### src/hdl/dwr_pkg.sv
package dwr_pkg;

	// ***********************************
	// Sizes
	// ***********************************
	localparam int          WIPER_W      = 6;
	localparam int          TAP_N        = 64;
	localparam int          NUM_CH       = 2;
	localparam int          NUM_STORED   = 4;
	localparam int          ADDR_W       = 4;
	localparam int          BYTE_W       = 8;
	localparam int          SYNC_W       = 7;

	// ***********************************
	// Serial byte layout
	// ***********************************
	// Device type code, value arbitrary
	localparam logic [2:0]  DEV_TYPE     = 3'h5;
	localparam int          ADR_TYPE_MSB = 7;
	localparam int          ADR_TYPE_LSB = 5;
	localparam int          ADR_SEL_MSB  = 4;
	localparam int          ADR_SEL_LSB  = 1;
	localparam int          ADR_RW_BIT   = 0;
	localparam int          INS_OP_MSB   = 7;
	localparam int          INS_OP_LSB   = 6;
	localparam int          INS_CH_BIT   = 4;
	localparam int          INS_IDX_MSB  = 3;
	localparam int          INS_IDX_LSB  = 2;
	localparam logic [1:0]  OP_SEL_WIPER = 2'h0;
	localparam logic [1:0]  OP_SEL_STORE = 2'h1;
	localparam logic [1:0]  OP_WR_WIPER  = 2'h2;
	localparam logic [1:0]  OP_WR_STORE  = 2'h3;
	localparam logic [3:0]  ACK_BIT      = 4'h8;
	localparam logic [1:0]  RECALL_IDX   = 2'h0;

	// ***********************************
	// Reset values
	// ***********************************
	localparam logic [WIPER_W-1:0] WIPER_RST = 6'h00;
	localparam logic [TAP_N-1:0]   TAP_ONE   = 64'h0000_0000_0000_0001;
	localparam logic [BYTE_W-1:0]  BYTE_RST  = 8'h00;

	// ***********************************
	// Types
	// ***********************************
	typedef enum logic [2:0] {ST_IDLE, ST_ADDR, ST_INSTR, ST_WRITE, ST_READ, ST_IGNORE} dwr_state_t;
	typedef struct packed {
		logic scl;
		logic sda;
	} dwr_serial_t;
	typedef struct packed {
		logic sda_out;
		logic sda_oe;
	} dwr_drive_t;
	typedef logic [TAP_N-1:0]   dwr_tap_t;
	typedef logic [WIPER_W-1:0] dwr_wiper_t;

endpackage

### src/hdl/dwr_sync.sv
module dwr_sync #(
	parameter int WIDTH = 1
) (
	input  wire logic             core_clk,
	input  wire logic             rst_b,
	input  wire logic [WIDTH-1:0] din,
	output logic      [WIDTH-1:0] dout
);

	logic [WIDTH-1:0] meta_reg;

	// ***********************************
	// Two-stage synchroniser
	// ***********************************
	always_ff @(posedge core_clk)
	begin
		if (!rst_b)
		begin
			meta_reg <= '1;
			dout     <= '1;
		end
		else
		begin
			meta_reg <= din;
			dout     <= meta_reg;
		end
	end

endmodule

### src/hdl/dwr_core.sv
module dwr_core #(
	parameter int STORED = dwr_pkg::NUM_STORED
) (
	input  wire logic                                core_clk,
	input  wire logic                                rst_b,
	input  wire dwr_pkg::dwr_serial_t                serial_in,
	output dwr_pkg::dwr_drive_t                      sda_drive,
	input  wire logic                                addr_select_bit0,
	input  wire logic                                addr_select_bit1,
	input  wire logic                                addr_select_bit2,
	input  wire logic                                addr_select_bit3,
	input  wire logic                                write_guard,
	output dwr_pkg::dwr_wiper_t [dwr_pkg::NUM_CH-1:0] wiper_position,
	output dwr_pkg::dwr_tap_t   [dwr_pkg::NUM_CH-1:0] tap_select
);
	import dwr_pkg::*;

	if (STORED < 1 || STORED > NUM_STORED)
	begin : g_chk
		$error("STORED must be 1 to 4");
	end

	logic [SYNC_W-1:0] sync_q;
	logic              scl_s;
	logic              sda_s;
	logic              guard_s;
	logic [ADDR_W-1:0] addr_s;
	logic              scl_d_reg;
	logic              sda_d_reg;
	logic              scl_rise;
	logic              scl_fall;
	logic              start_det;
	logic              stop_det;
	dwr_state_t        state_reg;
	logic [3:0]        bit_cnt_reg;
	logic              ack_phase_reg;
	logic [BYTE_W-1:0] shift_reg;
	logic [BYTE_W-1:0] instr_reg;
	logic [BYTE_W-1:0] tx_reg;
	logic              recall_reg;
	logic              byte_end;
	logic              addr_match;
	logic [1:0]        op;
	logic              ch;
	logic [1:0]        idx;
	logic              idx_ok;
	logic              wiper_wr_en;
	logic              stored_req;
	logic              stored_wr_en;
	logic              ack_now;
	dwr_wiper_t        rd_data;
	dwr_wiper_t        stored_mem [NUM_CH][STORED] = '{default: WIPER_RST};

	// ***********************************
	// Pin sampling and edge finding
	// ***********************************
	dwr_sync #(
		.WIDTH (SYNC_W)
	) u_sync (
		.core_clk (core_clk),
		.rst_b    (rst_b),
		.din      ({serial_in.scl, serial_in.sda, write_guard, addr_select_bit3,
		            addr_select_bit2, addr_select_bit1, addr_select_bit0}),
		.dout     (sync_q)
	);

	assign scl_s   = sync_q[6];
	assign sda_s   = sync_q[5];
	assign guard_s = sync_q[4];
	assign addr_s  = sync_q[3:0];

	always_ff @(posedge core_clk)
	begin
		if (!rst_b)
		begin
			scl_d_reg <= 1'b1;
			sda_d_reg <= 1'b1;
		end
		else
		begin
			scl_d_reg <= scl_s;
			sda_d_reg <= sda_s;
		end
	end

	assign scl_rise  = scl_s & ~scl_d_reg;
	assign scl_fall  = ~scl_s & scl_d_reg;
	assign start_det = scl_s & scl_d_reg & sda_d_reg & ~sda_s;
	assign stop_det  = scl_s & scl_d_reg & ~sda_d_reg & sda_s;

	// ***********************************
	// Byte decode
	// ***********************************
	assign byte_end   = scl_fall && bit_cnt_reg == ACK_BIT && !ack_phase_reg
	                    && state_reg != ST_READ;
	assign addr_match = shift_reg[ADR_TYPE_MSB:ADR_TYPE_LSB] == DEV_TYPE
	                    && shift_reg[ADR_SEL_MSB:ADR_SEL_LSB] == addr_s;
	assign op         = instr_reg[INS_OP_MSB:INS_OP_LSB];
	assign ch         = instr_reg[INS_CH_BIT];
	assign idx        = instr_reg[INS_IDX_MSB:INS_IDX_LSB];
	assign idx_ok     = 32'(idx) < STORED;
	assign wiper_wr_en  = byte_end && state_reg == ST_WRITE && op == OP_WR_WIPER;
	assign stored_req   = byte_end && state_reg == ST_WRITE && op == OP_WR_STORE && idx_ok;
	assign stored_wr_en = stored_req && guard_s;
	assign rd_data = (op == OP_SEL_STORE && idx_ok) ? stored_mem[ch][idx] : wiper_position[ch];

	always_comb
	begin
		unique case (state_reg)
			ST_ADDR:  ack_now = addr_match;
			ST_INSTR: ack_now = 1'b1;
			ST_WRITE: ack_now = op == OP_WR_WIPER || stored_wr_en;
			default:  ack_now = 1'b0;
		endcase
	end

	// ***********************************
	// Serial protocol engine
	// ***********************************
	always_ff @(posedge core_clk)
	begin
		if (!rst_b)
		begin
			state_reg     <= ST_IDLE;
			bit_cnt_reg   <= 4'h0;
			ack_phase_reg <= 1'b0;
			shift_reg     <= BYTE_RST;
			instr_reg     <= BYTE_RST;
			tx_reg        <= BYTE_RST;
			sda_drive     <= '{sda_out: 1'b0, sda_oe: 1'b0};
		end
		else if (start_det)
		begin
			state_reg        <= ST_ADDR;
			bit_cnt_reg      <= 4'h0;
			ack_phase_reg    <= 1'b0;
			sda_drive.sda_oe <= 1'b0;
		end
		else if (stop_det)
		begin
			state_reg        <= ST_IDLE;
			ack_phase_reg    <= 1'b0;
			sda_drive.sda_oe <= 1'b0;
		end
		else if (state_reg != ST_IDLE && state_reg != ST_IGNORE)
		begin
			if (scl_rise)
			begin
				if (bit_cnt_reg != ACK_BIT)
				begin
					shift_reg   <= {shift_reg[BYTE_W-2:0], sda_s};
					bit_cnt_reg <= bit_cnt_reg + 4'h1;
				end
				else
				begin
					bit_cnt_reg <= 4'h0;
					if (state_reg == ST_READ)
					begin
						if (sda_s)
							state_reg <= ST_IGNORE;
						else
						begin
							ack_phase_reg <= 1'b1;
							tx_reg        <= {2'h0, rd_data};
						end
					end
				end
			end
			else if (scl_fall)
			begin
				if (byte_end)
				begin
					ack_phase_reg    <= 1'b1;
					sda_drive.sda_oe <= ack_now;
					unique case (state_reg)
						ST_ADDR:
						begin
							if (!addr_match)
								state_reg <= ST_IGNORE;
							else if (shift_reg[ADR_RW_BIT])
							begin
								state_reg <= ST_READ;
								tx_reg    <= {2'h0, rd_data};
							end
							else
								state_reg <= ST_INSTR;
						end
						ST_INSTR:
						begin
							instr_reg <= shift_reg;
							state_reg <= ST_WRITE;
						end
						default:
							state_reg <= state_reg;
					endcase
				end
				else if (ack_phase_reg || (state_reg == ST_READ && bit_cnt_reg != ACK_BIT))
				begin
					ack_phase_reg    <= 1'b0;
					sda_drive.sda_oe <= state_reg == ST_READ && !tx_reg[BYTE_W-1];
					if (state_reg == ST_READ)
						tx_reg <= {tx_reg[BYTE_W-2:0], 1'b0};
				end
				else
					sda_drive.sda_oe <= 1'b0;
			end
		end
		else
			sda_drive.sda_oe <= 1'b0;
	end

	// ***********************************
	// Wiper registers and recall
	// ***********************************
	always_ff @(posedge core_clk)
	begin
		if (!rst_b)
			recall_reg <= 1'b1;
		else
			recall_reg <= 1'b0;
	end

	always_ff @(posedge core_clk)
	begin
		if (!rst_b)
			wiper_position <= '{default: WIPER_RST};
		else if (recall_reg)
		begin
			for (int c = 0; c < NUM_CH; c++)
				wiper_position[c] <= stored_mem[c][RECALL_IDX];
		end
		else if (wiper_wr_en)
			wiper_position[ch] <= shift_reg[WIPER_W-1:0];
	end

	// ***********************************
	// Stored settings, kept across reset
	// ***********************************
	always_ff @(posedge core_clk)
	begin
		if (stored_wr_en)
			stored_mem[ch][idx] <= shift_reg[WIPER_W-1:0];
	end

	// ***********************************
	// Tap decode per channel
	// ***********************************
	for (genvar c = 0; c < NUM_CH; c++)
	begin : g_tap
		always_ff @(posedge core_clk)
		begin
			if (!rst_b)
				tap_select[c] <= TAP_ONE;
			else
				tap_select[c] <= TAP_ONE << wiper_position[c];
		end
	end

	// ***********************************
	// Checks
	// ***********************************
	chk_tap_onehot: assert property (@(posedge core_clk) disable iff (!rst_b)
		$onehot(tap_select[0]) && $onehot(tap_select[1]))
		else $error("tap select not one-hot");

	chk_tap_ends: assert property (@(posedge core_clk) disable iff (!rst_b)
		$past(rst_b) && wiper_position[0] == 6'h3F |=> tap_select[0][TAP_N-1])
		else $error("top wiper value not at high end tap");

	chk_stored_lands: assert property (@(posedge core_clk) disable iff (!rst_b)
		stored_wr_en |=> stored_mem[$past(ch)][$past(idx)] == $past(shift_reg[WIPER_W-1:0]))
		else $error("stored setting write lost");

	chk_recall_load: assert property (@(posedge core_clk) disable iff (!rst_b)
		recall_reg |=> wiper_position[1] == $past(stored_mem[1][0])
		               && wiper_position[0] == $past(stored_mem[0][0]))
		else $error("power-up recall missing");

	chk_wiper_cause: assert property (@(posedge core_clk) disable iff (!rst_b)
		!recall_reg && !wiper_wr_en |=> $stable(wiper_position))
		else $error("wiper changed without bus write");

	chk_guard_block: assert property (@(posedge core_clk) disable iff (!rst_b)
		stored_req && !guard_s |-> !stored_wr_en ##1 !sda_drive.sda_oe)
		else $error("guarded stored write not blocked");

	chk_guard_open: assert property (@(posedge core_clk) disable iff (!rst_b)
		stored_req && guard_s |-> stored_wr_en ##1 sda_drive.sda_oe)
		else $error("unguarded stored write refused");

	chk_addr_miss: assert property (@(posedge core_clk) disable iff (!rst_b)
		byte_end && state_reg == ST_ADDR && !addr_match
		|=> !sda_drive.sda_oe && state_reg == ST_IGNORE)
		else $error("answered foreign address");

	chk_open_drain: assert property (@(posedge core_clk) disable iff (!rst_b)
		!sda_drive.sda_out)
		else $error("data line driven high");

	chk_oe_scl_low: assert property (@(posedge core_clk) disable iff (!rst_b)
		$rose(sda_drive.sda_oe) |-> !$past(scl_s))
		else $error("data line taken while clock high");

endmodule

### config.mk
export PLATFORM = sky130hd
export DESIGN_NAME = dwr_core
export DESIGN_NICKNAME = d
export VERILOG_FILES = /design/src/hdl/dwr_pkg.sv /design/src/hdl/dwr_sync.sv /design/src/hdl/dwr_core.sv
export SDC_FILE = /design/constraint.sdc
export NUM_CORES = 1
export LEC_CHECK = 0
export BUFFER_PORTS_ARGS = -buffer_cell sky130_fd_sc_hd__buf_4
export CAP_MARGIN = 20
export CORE_ASPECT_RATIO = 1.25
export CORE_UTILIZATION = 49
export DETAILED_ROUTE_END_ITERATION = 12
export PLACE_DENSITY = 0.78
export SLEW_MARGIN = 20
export SYNTH_ARGS = -nofsm -noshare
export SYNTH_HDL_FRONTEND = slang
export SYNTH_SLANG_ARGS = --single-unit
export TNS_END_PERCENT = 1
### constraint.sdc
create_clock -name core_clk -period 2.4 [get_ports core_clk]
set_clock_uncertainty 0.15 [all_clocks]
set_input_delay 0.48 -clock core_clk [delete_from_list [all_inputs] [get_ports core_clk]]
set_output_delay 0.48 -clock core_clk [all_outputs]
set_load 0.1 [all_outputs]
==> metrics.txt <==
# TYPE chip_impl_metric gauge
chip_impl_metric{name="timing.final.ws_setup",unit="ns"} 0.0963
chip_impl_metric{name="floorplan.initialDensity",unit=""} 0.500
chip_impl_metric{name="worstSkewPairLatency",unit="ns"} 0.50
chip_impl_metric{name="detail_route.iter0.violations",unit=""} 497
chip_impl_metric{name="postSynthRegisterBits",unit=""} 236
chip_impl_metric{name="n_fill_cell",unit=""} 1240
chip_impl_metric{name="drc",unit=""} 0
chip_impl_metric{name="synthesis.area",unit="um^2"} 8100
chip_impl_metric{name="design.final.nets",unit=""} 915
chip_impl_info{name="start_kind",value="flop"} 1
chip_impl_info{name="yosys-top-cells-count",value="188 x dfxtp_1, 168 x nor2_1, 48 x edfxtp_1, 38 x clkbuf_1, 31 x nand2_1"} 1
chip_impl_metric{name="power.density_cell_area",unit="nW/um^2"} 765
chip_impl_metric{name="holdPathStages",unit=""} 2
chip_impl_metric{name="synthesis.instances",unit=""} 733
chip_impl_info{name="outcome",value="completed"} 1
chip_impl_metric{name="post-route-period-util",unit=""} 0.960
chip_impl_metric{name="synth_seq_area_share",unit=""} 0.643
chip_impl_metric{name="setup_viol",unit=""} 0
chip_impl_metric{name="synth_fp_nets",unit=""} 748
chip_impl_metric{name="report.final.hold_viol_count",unit=""} 0
chip_impl_metric{name="number_of_global_route_vias_before_repair",unit=""} 5764
chip_impl_metric{name="cp_data_required_time",unit="ns"} 2.67
chip_impl_metric{name="worst_ir_drop_vdd",unit="uV"} 543
chip_impl_metric{name="detail_route_antenna_nets",unit=""} 0
chip_impl_metric{name="fmax",unit="MHz"} 434
chip_impl_info{name="critPathCaptureType",value="flop"} 1
chip_impl_metric{name="slew-limit-headroom",unit=""} 0.569
chip_impl_metric{name="cts_setup_buffers",unit=""} 0
chip_impl_metric{name="cts-resized-gates",unit=""} 0
chip_impl_info{name="yosys_most_used_dff",value="dfxtp_1"} 1
chip_impl_metric{name="critPathMaxFanout",unit=""} 6
chip_impl_info{name="critPathKind",value="flop to flop"} 1
chip_impl_metric{name="post_cts_hold_buffer_count",unit=""} 0
chip_impl_metric{name="place_congestion",unit=""} 0.840
chip_impl_metric{name="syn_to_final_growth",unit="%"} 27.2
chip_impl_metric{name="route.vias.total",unit=""} 5937
chip_impl_metric{name="drt_first_pass_iters",unit=""} 5
chip_impl_metric{name="pin_count_of_the_biggest_net_entering_global_routing",unit=""} 37
chip_impl_metric{name="synth_edf_count",unit=""} 48
chip_impl_metric{name="die_w",unit="um"} 117
chip_impl_metric{name="groute.layer.met3.usage",unit=""} 0.0292
chip_impl_metric{name="dieHeight",unit="um"} 146
chip_impl_metric{name="grt_overflow",unit=""} 0
chip_impl_metric{name="synth_largest_type_area_fraction",unit=""} 0.465
chip_impl_metric{name="floorplan.die_area",unit="um^2"} 17000
chip_impl_metric{name="n_antenna_cell",unit=""} 0
chip_impl_metric{name="cts_max_level",unit=""} 1
chip_impl_info{name="cts_tree",value="done"} 1
chip_impl_metric{name="tightestPinTransition",unit="ns"} 0.646
chip_impl_metric{name="grtUsageMet2",unit=""} 0.404
chip_impl_metric{name="fin_util",unit=""} 0.635
chip_impl_info{name="registers.top_by_ff_count",value="tap_select"} 1
chip_impl_metric{name="grtUsageMet1",unit=""} 0.259
chip_impl_metric{name="timing_max_transition_violations_final",unit=""} 0
chip_impl_metric{name="timing.final.crit_period",unit="ns"} 2.30
chip_impl_info{name="synth_largest_area_cell",value="dfxtp_1"} 1
chip_impl_metric{name="cts.reportedPaths.clkPinSlew",unit="ns"} 0.06
chip_impl_info{name="post-synth-top-count-cell",value="dfxtp_1"} 1
chip_impl_metric{name="num_io_pins",unit=""} 151
chip_impl_metric{name="core.rowCount",unit=""} 52
chip_impl_metric{name="number_of_antenna_violations_at_the_first_check_in_global_routing",unit=""} 0
chip_impl_metric{name="drt-total-wl",unit="um"} 18500
chip_impl_metric{name="dp_worst_setup_slack",unit="ns"} 0.0512
chip_impl_metric{name="core-area",unit="um^2"} 16200
chip_impl_metric{name="largest_register_ff_count",unit=""} 128
chip_impl_info{name="hold_path_class",value="input port to flop"} 1
chip_impl_metric{name="grt_pass1_wl",unit="um"} 29800
chip_impl_metric{name="detail_route.vias_per_cell",unit=""} 5.24
chip_impl_info{name="grt_setup_unrepaired",value="yes"} 1
chip_impl_metric{name="drive_gt1_frac",unit=""} 0.270
chip_impl_metric{name="rr_worst_depth",unit=""} 5
chip_impl_metric{name="groute.usage.overall",unit=""} 0.224
chip_impl_metric{name="p_leak",unit="nW"} 4.03
chip_impl_metric{name="port_buffers",unit=""} 149
chip_impl_metric{name="async_reset_ff_frac",unit=""} 0
chip_impl_metric{name="synth-warning-count",unit=""} 0
chip_impl_metric{name="detailed_place_hpwl",unit="um"} 12700
chip_impl_metric{name="post_drt_wl_per_cell",unit="um"} 16.4
chip_impl_info{name="root_buffer",value="clkbuf_16"} 1
chip_impl_info{name="reg_top3",value="tap_select x128, stored_mem x48, wiper_position x12"} 1
chip_impl_metric{name="max-clock-path-buffers",unit=""} 3
chip_impl_info{name="synth_top_cells_by_area",value="dfxtp_1 46%, edfxtp_1 18%, nor2_1 7.8%"} 1
chip_impl_metric{name="synthesis.area_per_instance",unit="um^2"} 11.0
chip_impl_metric{name="max_cap_violations",unit=""} 0
chip_impl_metric{name="cts_buf_count",unit=""} 22
chip_impl_metric{name="synth_cell_type_count",unit=""} 54
chip_impl_info{name="grt.busiest_layer",value="met2"} 1
chip_impl_metric{name="critical_path_arrival",unit="ns"} 2.58
chip_impl_metric{name="clock_sink_count",unit=""} 236
[power by group]
group          leakage (nW)  internal [mW]  switching (mW)
clock                 0.348           1.89            1.42
sequential             1.97           4.07          0.0464
combinational          1.72          0.103           0.357
total                  4.03           6.06            1.82
[critical path, stage by stage, from the launching register on]
cell and delay [ns]:
dfxtp_1 0.31, or3b_4 0.42, o41ai_2 0.23, or3b_4 0.45
or4_1 0.53, a21oi_1 0.15
[metrics by stage]
step	setup TNS, ns	total power [mW]	hold slack, ns	std cells	area [um^2]
4_1_cts	0	7.94	0.00250	1132	10300
6_report	0	7.88	0.0205	1132	10300
2_1_floorplan	0	4.55	0.236	733	8100
5_1_grt	-0.00732	8.14	0.0159	1132	10300
3_3_place_gp	0	4.66	0.240	1092	9590
3_5_place_dp	0	4.66	0.242	1092	9590
[cell type report]
type                       instances  area (um^2)  area share
sequential                       236         5210       0.506
timing repair buffer             188         1410       0.137
clock buffer                      30          643      0.0625
inverter                          10         37.5     0.00365
multi-input combinational        442         2670       0.259
tap                              216          270      0.0263
clock inverter                    10         57.6     0.00559
[routing by layer]
layer,wire length (um),vias up
li1,-,2848
met1,7230,2804
met2,9660,230
met3,952,55
met4,706,0
met5,0,-
[worst paths after layout]
kind	start	to	slack, ns
worst max-delay path	state_reg[0]	tx_reg[7]	0.1
worst min-delay path	serial_in[1]	u_sync.meta_reg[6]	0.02
worst max register to register	state_reg[0]	tx_reg[7]	0.1
worst min register to register	u_sync.meta_reg[5]	u_sync.dout[5]	0.25
[cells in the final DEF, fill, tap and decap left out, types with 2 or more instances in the layout]
cell        count
a211oi_1       28
a21oi_1        28
a221oi_1        2
a31oi_1         8
and2_1          8
and3_1         12
and3b_1         2
buf_4         188
clkbuf_1        4
clkbuf_16      24
clkbuf_8        2
clkinv_2        6
clkinvlp_4      2
dfxtp_1       187
edfxtp_1       48
ha_1            6
inv_1          11
mux2i_1        20
mux4_2         12
nand2_1        31
nand2b_1       18
nand3_1        18
nand3b_1        5
nand4_1         5
nor2_1        168
nor2b_1        13
nor3_1          7
nor3b_1         3
o21ai_0         5
o31ai_1         7
or3_1           5
or3b_4          2
or4_1           3
xnor2_1         4
xor2_1          2
[kinds of logic after synthesis]
| group | Yosys count | share of synthesized area |
|---|---|---|
| AO/OA/AOI/OAI | 89 | 0.0737 |
| XOR/XNOR | 6 | 0.00649 |
| adder cells (fa/ha/maj) | 6 | 0.00927 |
| buffers and inverters | 55 | 0.0284 |
| flip-flops | 236 | 0.643 |
| multiplexers | 33 | 0.0595 |
| other | 1 | 0.000463 |
| AND/OR/NAND/NOR | 307 | 0.179 |
(Power assumes the default switching activity.)
